<file path="src/inc/pwmtdp_pkg.sv">
// Purpose: Constants and state type of the waveform timer debug/protection bank
// Assumes: APB word index = printed offset, byte address = index * 4
// Notes: 12-bit timer values sit in the low bits of each word
package pwmtdp_pkg;
  localparam logic [5:0] IDX_CLK_EN_CTRL = 6'h00;
  localparam logic [5:0] IDX_WAVE_MODE = 6'h01;
  localparam logic [5:0] IDX_OUT_SEL = 6'h02;
  localparam logic [5:0] IDX_OVERRIDE = 6'h03;
  localparam logic [5:0] IDX_CMD_STROBE = 6'h04;
  localparam logic [5:0] IDX_IN_A_EVCTRL = 6'h08;
  localparam logic [5:0] IDX_IN_B_EVCTRL = 6'h09;
  localparam logic [5:0] IDX_INT_ENABLE = 6'h0c;
  localparam logic [5:0] IDX_INT_FLAGS = 6'h0d;
  localparam logic [5:0] IDX_SYNC_STATE = 6'h0e;
  localparam logic [5:0] IDX_IN_A_MODE = 6'h10;
  localparam logic [5:0] IDX_IN_B_MODE = 6'h11;
  localparam logic [5:0] IDX_FAULT_OUT = 6'h12;
  localparam logic [5:0] IDX_DLY_CTRL = 6'h14;
  localparam logic [5:0] IDX_DLY_VAL = 6'h15;
  localparam logic [5:0] IDX_DITH_CTRL = 6'h18;
  localparam logic [5:0] IDX_DITH_VAL = 6'h19;
  localparam logic [5:0] IDX_HALT_CTRL = 6'h1e;
  localparam logic [5:0] IDX_CAP_A = 6'h22;
  localparam logic [5:0] IDX_CAP_B = 6'h24;
  localparam logic [5:0] IDX_CMP_A_SET = 6'h28;
  localparam logic [5:0] IDX_CMP_A_CLR = 6'h2a;
  localparam logic [5:0] IDX_CMP_B_SET = 6'h2c;
  localparam logic [5:0] IDX_CMP_B_CLR = 6'h2e;
  // Field positions
  localparam int BIT_ENABLE = 0;
  localparam int BIT_FIFTY = 3;
  localparam int BIT_RESTART = 2;
  localparam int BIT_CAP_A_SW = 3;
  localparam int BIT_CAP_B_SW = 4;
  localparam int BIT_CYCLE_END = 0;
  localparam int BIT_TRIG_A = 2;
  localparam int BIT_TRIG_B = 3;
  localparam int BIT_RUN_HALTED = 0;
  localparam int BIT_FAULT_INJ = 2;
  localparam int BIT_ENRDY = 0;
  localparam int BIT_CMDRDY = 1;
  localparam int BIT_PWM_A = 6;
  localparam int BIT_PWM_B = 7;
  // Masks of implemented bits
  localparam logic [7:0] MASK_FLAGS = 8'h0d;
  localparam logic [7:0] MASK_HALT_CTRL = 8'h05;
  localparam logic [7:0] MASK_WAVE_MODE = 8'h03;
  localparam logic [7:0] MASK_OUT_SEL = 8'hcb;
  localparam logic [7:0] MASK_CMD_STROBE = 8'h9f;
  localparam logic [7:0] MASK_IN_MODE = 8'h0f;
  localparam logic [7:0] MASK_DLY_CTRL = 8'h3f;
  localparam logic [7:0] MASK_DITH_CTRL = 8'h03;
  localparam logic [7:0] MASK_DITH_VAL = 8'h0f;
  localparam logic [7:0] MASK_CLK_EN = 8'h7f;
  // Protected write window, counted in CPU instructions
  localparam logic [2:0] PROT_WINDOW = 3'h4;
  localparam logic [7:0] RESET_BYTE = 8'h00;
  localparam logic [11:0] RESET_WORD = 12'h000;

  typedef struct packed {
    logic [7:0] clock_and_enable_control;
    logic [7:0] waveform_mode_control;
    logic [7:0] output_select_control;
    logic [7:0] override_value_control;
    logic [7:0] command_strobe_control;
    logic [7:0] input_a_event_control;
    logic [7:0] input_b_event_control;
    logic [7:0] interrupt_enable;
    logic [7:0] interrupt_flags;
    logic [7:0] input_a_mode;
    logic [7:0] input_b_mode;
    logic [7:0] fault_output_control;
    logic [7:0] delay_control;
    logic [7:0] delay_value;
    logic [7:0] dither_control;
    logic [7:0] dither_value;
    logic [7:0] halt_behaviour_control;
    logic [11:0] capture_a_value;
    logic [11:0] capture_b_value;
    logic [11:0] compare_a_set_value;
    logic [11:0] compare_a_clear_value;
    logic [11:0] compare_b_set_value;
    logic [11:0] compare_b_clear_value;
    logic [11:0] count;
    logic [2:0] unlock_left;
    logic [31:0] prdata;
    logic pready;
    logic irq;
    logic fault_a;
    logic fault_b;
    logic running;
  } pwmtdp_state_t;
endpackage

</file>
<file path="src/pwmtdp_bank.sv">
// Purpose: Register bank, debug-halt handling and change protection of the waveform timer
// Assumes: APB slave on pclk; inputs synchronous to pclk; unlock key decoded by the CPU
// Notes: One state struct, one always_comb, one always_ff
// Contract
// - Debug halt stops timer unless run bit
// - Halt plus inject bit faults both inputs
// - Injected faults last exactly the halt
// - Unlocked-less protected writes are ignored
// - Only fault control is protected, io key
// - Irq while flag and enable both set
// - Cycle end and input trigger flags set
//
// Register access over APB was decided locally.
`timescale 1ns/1ns
`default_nettype none
module pwmtdp_bank (
  input wire logic pclk,
  input wire logic presetn,
  input wire logic clk_en,
  input wire logic psel,
  input wire logic penable,
  input wire logic pwrite,
  input wire logic [31:0] paddr,
  input wire logic [31:0] pwdata,
  output logic [31:0] prdata,
  output logic pready,
  output logic pslverr,
  input wire logic cpu_debug_halted,
  input wire logic io_register_key_written,
  input wire logic cpu_instr_retired,
  input wire logic input_a_event,
  input wire logic input_b_event,
  output logic input_a_fault,
  output logic input_b_fault,
  output logic irq
);
  pwmtdp_pkg::pwmtdp_state_t cur;
  pwmtdp_pkg::pwmtdp_state_t next_cur;

  logic [5:0] idx;
  logic wr;
  logic [7:0] wb;
  logic [11:0] ww;
  logic halted_stop;
  logic inject;
  logic ev_a;
  logic ev_b;
  logic cycle_end;
  logic pwm_a;
  logic pwm_b;
  logic [7:0] status_byte;
  logic [7:0] set_flags;

  assign idx = paddr[7:2];
  assign wb = pwdata[7:0];
  assign ww = pwdata[11:0];
  assign wr = psel & penable & pready & pwrite;

  always_comb begin
    next_cur = cur;
    // Halt with inject bit forces faults on both inputs, only while the halt lasts
    inject = cpu_debug_halted & cur.halt_behaviour_control[pwmtdp_pkg::BIT_FAULT_INJ];
    ev_a = input_a_event | inject;
    ev_b = input_b_event | inject;
    halted_stop = cpu_debug_halted & ~cur.halt_behaviour_control[pwmtdp_pkg::BIT_RUN_HALTED];
    next_cur.running = cur.clock_and_enable_control[pwmtdp_pkg::BIT_ENABLE] & ~halted_stop;
    cycle_end = cur.running & (cur.count == cur.compare_b_clear_value);
    pwm_a = (cur.count >= cur.compare_a_set_value) & (cur.count < cur.compare_a_clear_value);
    pwm_b = (cur.count >= cur.compare_b_set_value) & (cur.count < cur.compare_b_clear_value);
    status_byte = 8'h00;
    status_byte[pwmtdp_pkg::BIT_ENRDY] = 1'b1;
    status_byte[pwmtdp_pkg::BIT_CMDRDY] = 1'b1;
    status_byte[pwmtdp_pkg::BIT_PWM_A] = pwm_a;
    status_byte[pwmtdp_pkg::BIT_PWM_B] = pwm_b;

    // Counter; a halt with the run bit clear freezes it mid-cycle rather than resetting it
    if (cur.running) begin
      if (cycle_end) begin
        next_cur.count = pwmtdp_pkg::RESET_WORD;
      end else begin
        next_cur.count = cur.count + 12'h001;
      end
    end
    if (ev_a) begin
      next_cur.capture_a_value = cur.count;
    end
    if (ev_b) begin
      next_cur.capture_b_value = cur.count;
    end

    // Protection window: opened by the key, closed after four instructions
    if (io_register_key_written) begin
      next_cur.unlock_left = pwmtdp_pkg::PROT_WINDOW;
    end else if (cpu_instr_retired && cur.unlock_left != 3'h0) begin
      next_cur.unlock_left = cur.unlock_left - 3'h1;
    end

    // Strobes read back as zero once taken
    next_cur.command_strobe_control = pwmtdp_pkg::RESET_BYTE;

    // Clear first, events below set again so a same-cycle event wins
    if (wr && idx == pwmtdp_pkg::IDX_INT_FLAGS) begin
      next_cur.interrupt_flags = cur.interrupt_flags & ~(wb & pwmtdp_pkg::MASK_FLAGS);
    end

    if (wr) begin
      unique case (idx)
        pwmtdp_pkg::IDX_CLK_EN_CTRL: begin
          next_cur.clock_and_enable_control = wb & pwmtdp_pkg::MASK_CLK_EN;
        end
        pwmtdp_pkg::IDX_WAVE_MODE: begin
          next_cur.waveform_mode_control = wb & pwmtdp_pkg::MASK_WAVE_MODE;
        end
        pwmtdp_pkg::IDX_OUT_SEL: begin
          next_cur.output_select_control = wb & pwmtdp_pkg::MASK_OUT_SEL;
        end
        pwmtdp_pkg::IDX_OVERRIDE: begin
          next_cur.override_value_control = wb;
        end
        pwmtdp_pkg::IDX_CMD_STROBE: begin
          if (wb[pwmtdp_pkg::BIT_RESTART]) begin
            next_cur.count = pwmtdp_pkg::RESET_WORD;
          end
          if (wb[pwmtdp_pkg::BIT_CAP_A_SW]) begin
            next_cur.capture_a_value = cur.count;
          end
          if (wb[pwmtdp_pkg::BIT_CAP_B_SW]) begin
            next_cur.capture_b_value = cur.count;
          end
        end
        pwmtdp_pkg::IDX_IN_A_EVCTRL: begin
          next_cur.input_a_event_control = wb;
        end
        pwmtdp_pkg::IDX_IN_B_EVCTRL: begin
          next_cur.input_b_event_control = wb;
        end
        pwmtdp_pkg::IDX_INT_ENABLE: begin
          next_cur.interrupt_enable = wb & pwmtdp_pkg::MASK_FLAGS;
        end
        pwmtdp_pkg::IDX_IN_A_MODE: begin
          next_cur.input_a_mode = wb & pwmtdp_pkg::MASK_IN_MODE;
        end
        pwmtdp_pkg::IDX_IN_B_MODE: begin
          next_cur.input_b_mode = wb & pwmtdp_pkg::MASK_IN_MODE;
        end
        pwmtdp_pkg::IDX_FAULT_OUT: begin
          // The only protected register; a write outside the window leaves it as it was
          if (cur.unlock_left != 3'h0) begin
            next_cur.fault_output_control = wb;
          end
        end
        pwmtdp_pkg::IDX_DLY_CTRL: begin
          next_cur.delay_control = wb & pwmtdp_pkg::MASK_DLY_CTRL;
        end
        pwmtdp_pkg::IDX_DLY_VAL: begin
          next_cur.delay_value = wb;
        end
        pwmtdp_pkg::IDX_DITH_CTRL: begin
          next_cur.dither_control = wb & pwmtdp_pkg::MASK_DITH_CTRL;
        end
        pwmtdp_pkg::IDX_DITH_VAL: begin
          next_cur.dither_value = wb & pwmtdp_pkg::MASK_DITH_VAL;
        end
        pwmtdp_pkg::IDX_HALT_CTRL: begin
          next_cur.halt_behaviour_control = wb & pwmtdp_pkg::MASK_HALT_CTRL;
        end
        pwmtdp_pkg::IDX_CMP_A_SET, pwmtdp_pkg::IDX_CMP_B_SET: begin
          // Fifty-percent mode mirrors a set write into both channels
          if (idx == pwmtdp_pkg::IDX_CMP_A_SET || cur.output_select_control[pwmtdp_pkg::BIT_FIFTY]) begin
            next_cur.compare_a_set_value = ww;
          end
          if (idx == pwmtdp_pkg::IDX_CMP_B_SET || cur.output_select_control[pwmtdp_pkg::BIT_FIFTY]) begin
            next_cur.compare_b_set_value = ww;
          end
        end
        pwmtdp_pkg::IDX_CMP_A_CLR, pwmtdp_pkg::IDX_CMP_B_CLR: begin
          if (idx == pwmtdp_pkg::IDX_CMP_A_CLR || cur.output_select_control[pwmtdp_pkg::BIT_FIFTY]) begin
            next_cur.compare_a_clear_value = ww;
          end
          if (idx == pwmtdp_pkg::IDX_CMP_B_CLR || cur.output_select_control[pwmtdp_pkg::BIT_FIFTY]) begin
            next_cur.compare_b_clear_value = ww;
          end
        end
        default: begin
          // Status, captures and reserved words take no write; flags are cleared above
          next_cur.prdata = cur.prdata;
        end
      endcase
    end

    // Hardware set after software clear: set wins
    set_flags = 8'h00;
    set_flags[pwmtdp_pkg::BIT_CYCLE_END] = cycle_end;
    set_flags[pwmtdp_pkg::BIT_TRIG_A] = ev_a;
    set_flags[pwmtdp_pkg::BIT_TRIG_B] = ev_b;
    next_cur.interrupt_flags = next_cur.interrupt_flags | set_flags;

    // Request stays up until the flag or its enable is cleared
    next_cur.irq = |(next_cur.interrupt_flags & next_cur.interrupt_enable);
    next_cur.fault_a = ev_a;
    next_cur.fault_b = ev_b;

    // Answer with no wait state: data and ready prepared in the setup cycle
    next_cur.pready = psel & ~penable;
    if (psel && !penable) begin
      unique case (idx)
        pwmtdp_pkg::IDX_CLK_EN_CTRL: next_cur.prdata = {24'h000000, cur.clock_and_enable_control};
        pwmtdp_pkg::IDX_WAVE_MODE: next_cur.prdata = {24'h000000, cur.waveform_mode_control};
        pwmtdp_pkg::IDX_OUT_SEL: next_cur.prdata = {24'h000000, cur.output_select_control};
        pwmtdp_pkg::IDX_OVERRIDE: next_cur.prdata = {24'h000000, cur.override_value_control};
        pwmtdp_pkg::IDX_CMD_STROBE: next_cur.prdata = {24'h000000, cur.command_strobe_control};
        pwmtdp_pkg::IDX_IN_A_EVCTRL: next_cur.prdata = {24'h000000, cur.input_a_event_control};
        pwmtdp_pkg::IDX_IN_B_EVCTRL: next_cur.prdata = {24'h000000, cur.input_b_event_control};
        pwmtdp_pkg::IDX_INT_ENABLE: next_cur.prdata = {24'h000000, cur.interrupt_enable};
        pwmtdp_pkg::IDX_INT_FLAGS: next_cur.prdata = {24'h000000, cur.interrupt_flags};
        pwmtdp_pkg::IDX_SYNC_STATE: next_cur.prdata = {24'h000000, status_byte};
        pwmtdp_pkg::IDX_IN_A_MODE: next_cur.prdata = {24'h000000, cur.input_a_mode};
        pwmtdp_pkg::IDX_IN_B_MODE: next_cur.prdata = {24'h000000, cur.input_b_mode};
        pwmtdp_pkg::IDX_FAULT_OUT: next_cur.prdata = {24'h000000, cur.fault_output_control};
        pwmtdp_pkg::IDX_DLY_CTRL: next_cur.prdata = {24'h000000, cur.delay_control};
        pwmtdp_pkg::IDX_DLY_VAL: next_cur.prdata = {24'h000000, cur.delay_value};
        pwmtdp_pkg::IDX_DITH_CTRL: next_cur.prdata = {24'h000000, cur.dither_control};
        pwmtdp_pkg::IDX_DITH_VAL: next_cur.prdata = {24'h000000, cur.dither_value};
        pwmtdp_pkg::IDX_HALT_CTRL: next_cur.prdata = {24'h000000, cur.halt_behaviour_control};
        pwmtdp_pkg::IDX_CAP_A: next_cur.prdata = {20'h00000, cur.capture_a_value};
        pwmtdp_pkg::IDX_CAP_B: next_cur.prdata = {20'h00000, cur.capture_b_value};
        pwmtdp_pkg::IDX_CMP_A_SET: next_cur.prdata = {20'h00000, cur.compare_a_set_value};
        pwmtdp_pkg::IDX_CMP_A_CLR: next_cur.prdata = {20'h00000, cur.compare_a_clear_value};
        pwmtdp_pkg::IDX_CMP_B_SET: next_cur.prdata = {20'h00000, cur.compare_b_set_value};
        pwmtdp_pkg::IDX_CMP_B_CLR: next_cur.prdata = {20'h00000, cur.compare_b_clear_value};
        default: next_cur.prdata = 32'h00000000;
      endcase
    end
  end

  always_ff @(posedge pclk or negedge presetn) begin
    if (!presetn) begin
      cur <= '0;
    end else if (clk_en) begin
      cur <= next_cur;
    end
  end

  assign prdata = cur.prdata;
  assign pready = cur.pready;
  assign pslverr = 1'b0;
  assign input_a_fault = cur.fault_a;
  assign input_b_fault = cur.fault_b;
  assign irq = cur.irq;
endmodule
`default_nettype wire

</file>
<file path="config.mk">
export PLATFORM = sky130hd
export DESIGN_NAME = pwmtdp_bank
export DESIGN_NICKNAME = d
export VERILOG_FILES = /design/src/inc/pwmtdp_pkg.sv /design/src/pwmtdp_bank.sv
export SDC_FILE = /design/constraint.sdc
export NUM_CORES = 1
export LEC_CHECK = 0
export BUFFER_PORTS_ARGS = -buffer_cell sky130_fd_sc_hd__buf_4
export CAP_MARGIN = 30
export CORE_AREA = 4 4 146 148
export CTS_CLUSTER_DIAMETER = 200
export DETAILED_ROUTE_END_ITERATION = 10
export DIE_AREA = 0 0 150 152
export PLACE_DENSITY_LB_ADDON = 0.12
export SYNTH_ARGS = -nofsm -noshare
export SYNTH_HDL_FRONTEND = slang
export SYNTH_SLANG_ARGS = --single-unit
</file>
<file path="constraint.sdc">
create_clock -name pclk -period 2.45 [get_ports pclk]
set_input_delay 0.1225 -clock pclk [delete_from_list [all_inputs] [get_ports pclk]]
set_output_delay 0.1225 -clock pclk [all_outputs]
set_load 0.02 [all_outputs]
</file>
==> run summary, run 1 <==
Setup total negative slack on the finished layout was measured at 0 ns. The utilization after layout is 56.2%, and the die span in y is 152 um. The data arrival time at the worst-slack endpoint is 2.57 ns, and the number of nets at the end of the flow is 1120.

The total wire length after detailed routing came out at 27500 um. The top cell type by area accounts for 47.4% of the synthesized area. The netlist uses 57 different library cells. The tool flagged a number of max-cap violations equal to 0. The routed wire length per instance was 21.5 um; the total standard cell area after synthesis was 9820 um2. The synthesized design spends more area on one cell type than any other, namely dfrtp_1. The number of primary I/O pins is 112. The share of synthesized registers carrying an async set or reset came out at 100%.

The routed layout has 7349 vias. The transition at the pin with the smallest max-transition slack is 0.608 ns. The number of buffers inserted during clock tree synthesis was 17; the detailed placement HPWL was 19800 um.

The number of cells on the worst hold path came out at 3. The class of the tightest hold or removal check was primary input to register. The worst path uses 93.1% of the clock period.

The via count of the first global-routing pass is 7377, and the total DRC errors in the routed layout is 0. The tools report the sort of element at the start of the critical path as a register. The run gives 6 as the number of detailed-route iterations in the first pass. The clock period minus final worst setup slack is 2.28 ns. Final-report hold violation count: 0. The endpoint identified for the worst register-to-register timing path is prdata[6]. For the area of the placeable core, the log shows 20000 um2.

TritonCTS built the clock tree. Summing all placed instances gives a cell area of 10600 um2. STA puts the critical path data required time at 2.74 ns. Count of state elements after synthesis: 186. The total count of max-transition violations in the final report is 0, and the number of antenna violations at the first check in global routing is 0. The die width was 150 um; the power per cell area was 595 nW/um2.

Once the floorplan was initialized, standard cells occupied 49.0% of the core. On the final layout, the worst clock skew is 0.00874 ns. The share of cells above drive strength 1 works out to 25.1%.

The run gives 22800 um2 as the die area. Synthesis produced a netlist whose cell count is 931. The number of cells on the worst reg-to-reg path is 9. Number of buffers on the longest clock path: 2.

The launch point of the critical path was cur[40]. The first-pass GRT wire length is 43100 um. Ranked by instance count, the synthesized netlist is headed by dfrtp_1, mux2_2, nand2_1, o21ai_0, inv_1. The flow ran to the end, and the final reports show no timing, DRC or antenna violations. The termination of the worst setup path was prdata[6]. Once detail routing completed, the nets flagged for antenna violations numbered 0. After detailed routing, the number of vias per cell comes to 5.75. The clock-pin transition on the worst setup and hold timing paths was 0.07 ns.

Most frequently used cell type in the post-synthesis netlist: dfrtp_1. By startpoint and endpoint, the worst setup path is classified as register to register. The commonest register cell after synthesis is dfrtp_1. After synthesis, flip-flops and latches occupy 47.4% of the total area. For this block, the initial DRC count from the detailed router was 484. The global-route usage over all layers was 24.9%; the number of enable-type register cells in the synthesized netlist was 0.

The global placer's final weighted congestion is 0.848, and the number of clock sinks seen by CTS is 186. The run gives 5.65 nW as the reported leakage power. For the warning count from the yosys run, the log shows 0. The finished cells cover 11300 um2. The tools report the root cell of the clock tree as clkbuf_16. Buffers placed on the I/O ports in this run total 44.

The average cell area after synthesis is 10.5 um2. The residual overflow from global routing was 0. Across the VDD grid, the largest voltage drop is 447 uV. Of all nets on the critical path, the largest fanout is 2. In this run the critical register-to-register path is launched from cur[40]. After filler insertion, the fill cell instance count of the layout stands at 1812. For the latest clock arrival within the worst-skew pair, the log shows 0.43 ns. The number of H-tree levels came out at 4. The worst register-to-register path has a setup slack of 0.17 ns.

By area the synthesized netlist is led by dfrtp_1, mux2_2, ha_1. Synthesis-to-layout area growth: 14.7%. Entering global routing, the biggest net connects 68 pins. Setup repair after global routing left no endpoint under its margin.

In this run the tightest slew margin relative to its limit is 59.5%. The logs give 438 MHz for the timing-limited maximum frequency and 0 for the number of failing setup endpoints in the final timing report. Sort of element at the end of the critical path: a register.

The number of antenna diodes in the final layout is 0. The tools report the number of rows created at floorplan as 52.
worst max-delay path, cell delays in order (launching register included):
cell	delay (ns)
dfrtp_1	0.35
inv_1	0.06
ha_1	0.28
nand2b_1	0.16
a2111oi_2	0.35
buf_4	0.16
a2111oi_0	0.05
or4_1	0.52
nand4_1	0.12
a32oi_1	0.10
state kept, by name, indices dropped and copies added, names as in the netlist:
signal,cells
pready,1
prdata,12
cur,170
irq,1
input_b_fault,1
input_a_fault,1
kinds of logic after synthesis:
| kind of cell | Yosys count | synth area share [%] |
|---|---|---|
| AND/OR/NAND/NOR | 246 | 12.6 |
| AO/OA/AOI/OAI | 196 | 13.1 |
| flip-flops | 186 | 47.4 |
| buffers and inverters | 130 | 6.74 |
| multiplexers | 112 | 12.8 |
| adder cells (fa/ha/maj) | 50 | 6.37 |
| XOR/XNOR | 10 | 0.892 |
| other | 1 | 0.0382 |
repair_timing:
item                                    in CTS  in global routing
hold buffers                                 7                  0
endpoints found under the hold margin       86                  0
endpoints found under the setup margin       0                  1
setup buffers                                0                  0
resized for setup                            0                  2
how the worst min path moves through the flow:
stage | from | endpoint | slack (ns)
6_report | pwdata[6] | cur[70] | 0.02
5_1_grt | pwdata[6] | cur[58] | 0.02
4_1_cts | pwdata[6] | cur[70] | 0.006
3_5_place_dp | presetn | cur[120] | 0.17
3_3_place_gp | presetn | cur[120] | 0.17
2_1_floorplan | presetn | cur[0] | -0.17
routing by layer:
layer  GRT usage [%]  vias to the layer above  part of all wire [%]
met5               0                        -                     0
met4            6.58                        0                   2.1
met3            6.17                       44                   6.1
met2            39.0                      223                    48
met1            34.6                     3669                    44
li1                -                     3413                     -
cell type report:
cell class,instances,area [um2],area share (%)
sequential,186,4650,41.3
multi-input combinational,635,4590,40.8
timing repair buffer,101,845,7.50
clock buffer,21,460,4.09
tap,270,338,3.00
inverter,54,203,1.80
clock inverter,11,166,1.48
power by group:
part           total, mW  internal, mW  leakage, nW  switching [mW]
clock               2.97          1.77        0.312            1.20
combinational      0.552         0.194         3.00           0.358
sequential          3.18          3.14         2.34          0.0408
placed cells by master, fill, tap and decap left out, types with 8 or more instances in the layout:
cell	instances
dfrtp_1	186
nand2_1	107
mux2_2	107
buf_4	88
o21ai_0	64
inv_1	54
ha_1	50
a22oi_1	47
nor2_1	37
a21oi_1	28
nand3_1	24
conb_1	21
clkbuf_16	17
nand4_1	15
a221oi_1	13
a22o_1	10
nand2b_1	8
through the flow:
stage | power, mW | hold WS, ns | setup slack, ns | std cells
5_1_grt | 6.94 | 0.0211 | 0.00199 | 1278
2_1_floorplan | 3.57 | -0.173 | 0.286 | 951
4_1_cts | 6.76 | 0.00642 | 0.0942 | 1278
3_3_place_gp | 3.77 | 0.172 | 0.145 | 1239
3_5_place_dp | 3.78 | 0.175 | 0.124 | 1239
6_report | 6.70 | 0.0157 | 0.169 | 1278
(Power assumes the default switching activity.)
==> inputs of run 2 (changes only) <==
==> constraint.sdc (replaced) <==
create_clock -name pclk -period 1.85 [get_ports pclk]
set_input_delay 0.0925 -clock pclk [delete_from_list [all_inputs] [get_ports pclk]]
set_output_delay 0.0925 -clock pclk [all_outputs]
set_load 0.02 [all_outputs]
==> run summary, run 2 (synthesis results as in run 1) <==
The number of H-tree levels is 4 (unchanged). The first-pass GRT wire length was 45800 um (+6.5%). The number of clock sinks seen by CTS is 186 (unchanged), and the flip-flop count of the largest register after layout is 170 (unchanged). For the number of failing setup endpoints in the final timing report, the log shows 12 (+12). The worst hold path belongs to the class primary input to register.

For the number of primary I/O pins, the log shows 112 (unchanged). The residual antenna-violating net count after detailed routing was 0 (unchanged); the number of rows created at floorplan was 52 (unchanged). The tools report the power share of the sequential group as 47.8% (+0.4 points). The switching power share of the total is 25.2% (+1.3 points), and the timing-limited maximum frequency is 486 MHz (+11%). The power per cell area works out to 698 nW/um2 (+17%). The run finished, with violations left. The tools report the global placer's final weighted congestion as 0.916 (+8.0%). Leaving out fill and tap cells, the most frequent cells in the layout are buf_4, dfrtp_1, mux2_2, nand2_1, o21ai_0.

The tools report the design internal power as 6.59 mW (+29%). Counting flops per register, the top entry is cur. The switching power is 2.22 mW (+38%), and the synthesis-to-layout area growth is 28.5%. STA classifies the critical path startpoint as a register.

The number of buffers on the longest clock path is 2 (unchanged), and the number of antenna violations at the first check in global routing is 0 (unchanged). Total wire length after detailed routing: 29300 um (+6.6%). The tools report the final worst-path setup slack as -0.206 ns (-0.375 ns). The leading cell type in the layout, fill and taps excluded was buf_4. Setup repair after global routing could not meet its margin everywhere.

The number of buffers added on ports is 44 (unchanged). The number of detailed-route iterations in the first pass is 7 (+1). The proportion of power drawn by the clock network is 42.3% (-2.0 points), and the effective utilization at floorplan is 49.0% (unchanged). The die span in y is 152 um (unchanged), and the routed wire length per instance is 21.0 um (-2.2%). The clock period minus final worst setup slack came out at 2.06 ns (-0.225 ns).

The tools report the worst setup timing slack at the placement stage as -0.411 ns (-0.535 ns). The logs give 0 (unchanged) for the total DRC errors in the routed layout and 539 (+11%) for the violation count after the first detailed-routing iteration. The latest clock arrival within the worst-skew pair was 0.43 ns (about the same). The number of max-cap violations came out at 0 (unchanged).

The logs give 11400 um2 (+8.4%) for the placed standard-cell area and 0 (unchanged) for the total count of max-transition violations in the final report. The die width is 150 um (unchanged). The antenna cell count was 0 (unchanged). The area of the placeable core was 20000 um2 (unchanged); the worst slack on hold paths was 0.00831 ns (-0.00738 ns). For the final total negative setup slack, the log shows -0.508 ns (-0.508 ns). The checks that failed: setup timing. The logs give 0 (unchanged) for the final-report hold violation count and 1393 (+9.0%) for the count of placed standard cells in the final layout, fillers left out. The data arrival time at the worst-slack endpoint was 2.34 ns (-0.23 ns). Relative max-transition margin: 60.2% (+0.69 points).

The root buffer cell chosen for the clock tree is clkbuf_16. The clock-pin transition on the worst setup and hold timing paths came out at 0.07 ns (about the same). Sort of element at the end of the critical path: a register. The tools report the number of buffers inserted during clock tree synthesis as 17 (unchanged). Detailed placement HPWL: 21600 um (+9.0%). The maximum vdd ir drop was 621 uV (+39%); the via count was 7891 (+7.4%).

The logs give 9.9% (+1.7 points) for the combinational share of power and 2.14 ns (-0.60 ns) for the data required time at the worst endpoint. The layout filler cell count is 1673 (-7.7%). Reported leakage power: 6.24 nW (+10%).

The residual overflow from global routing came out at 0 (unchanged). The share of cells above drive strength 1 works out to 37.1% (+12 points). Maximum clock skew at final layout: 0.0116 ns (+0.00288 ns). TritonCTS built the clock tree. The detail-routed via count per cell is 5.66 (-1.5%).

The run gives 8074 (+9.4%) as the via count of the first global-routing pass. Maximum fanout encountered on the critical timing path: 2 (unchanged). The largest net degree at the start of global routing is 60 (-12%). The logs give 1237 (+10%) for the number of nets at the end of the flow and 22800 um2 (unchanged) for the die area. The portion of the clock cycle consumed by the worst path in the final layout was 111% (+18 points).

The finished layout cell area is 12600 um2 (+12%). Transition at the pin with the smallest max-transition slack: 0.594 ns (-0.0135 ns). The class of the most critical setup path was register to register.

The global-route usage over all layers was 26.1% (+1.3 points); the number of placed instances, taps included was 1342 (+8.3%).
run 2: layout make-up:
cell class	instances	area, um2	area share, %
inverters	54	203	1.61
flip-flops and latches	186	4660	36.9
multi-input cells	635	4950	39.3
well taps	270	338	2.68
clock inverters	11	135	1.07
clock buffers	19	453	3.59
repair buffers	218	1880	14.9
run 2: power by group through the flow:
stage / logic (mW) / registers (mW) / clock network (mW)
after detailed placement: 0.806 / 4.29 / 0
final: 0.874 / 4.21 / 3.72
after global placement: 0.796 / 4.29 / 0
after floorplan: 0.437 / 4.29 / 0
after CTS: 0.852 / 4.21 / 3.76
after global routing: 0.962 / 4.22 / 3.91
run 2: stage by stage:
stage	power, mW	utilization (%)
global route	9.09	63.0
floorplan	4.72	-
finish	8.81	63.0
CTS	8.82	61.9
global placement	5.08	57.1
detailed placement	5.10	57.1
run 2: timing repair:
action                                  4_1_cts  5_1_grt
endpoints found under the hold margin        94        0
resized for setup                            35       47
endpoints found under the setup margin       23       72
hold buffers                                 11        0
gates cloned                                  1        0
buffers inserted                              9        7
pin swaps                                    20       27
run 2: metal layers:
| metal | vias to the layer above | routed length [um] | part of all wire [%] | track usage, % |
|---|---|---|---|---|
| met5 | - | 0 | 0 | 0 |
| li1 | 3648 | - | - | - |
| met1 | 3984 | 13000 | 44 | 36.1 |
| met3 | 49 | 1340 | 4.6 | 4.29 |
| met4 | 0 | 944 | 3.2 | 8.67 |
| met2 | 210 | 14000 | 48 | 42.0 |
run 2: path summary, 6_finish.rpt:
path                          startpoint  slack [ns]  depth (start not counted)        end
setup / recovery                 cur[41]       -0.21                          6  prdata[6]
hold / removal             input_a_event       0.008                          3   cur[190]
setup reg to reg                 cur[41]       -0.21                          6  prdata[6]
hold reg to reg                prdata[4]        0.49                          2  prdata[4]
max in group asynchronous        presetn        1.01                          3   cur[156]
min in group asynchronous        presetn        0.21                          2    cur[86]
run 2: critical path, stage by stage, from the launching register on:
cell and delay [ns]:
dfrtp_1 0.40, ha_1 0.35, a2111oi_4 0.41, a2111oi_2 0.06, or4_1 0.50, nand4_1 0.09, a32oi_1 0.10
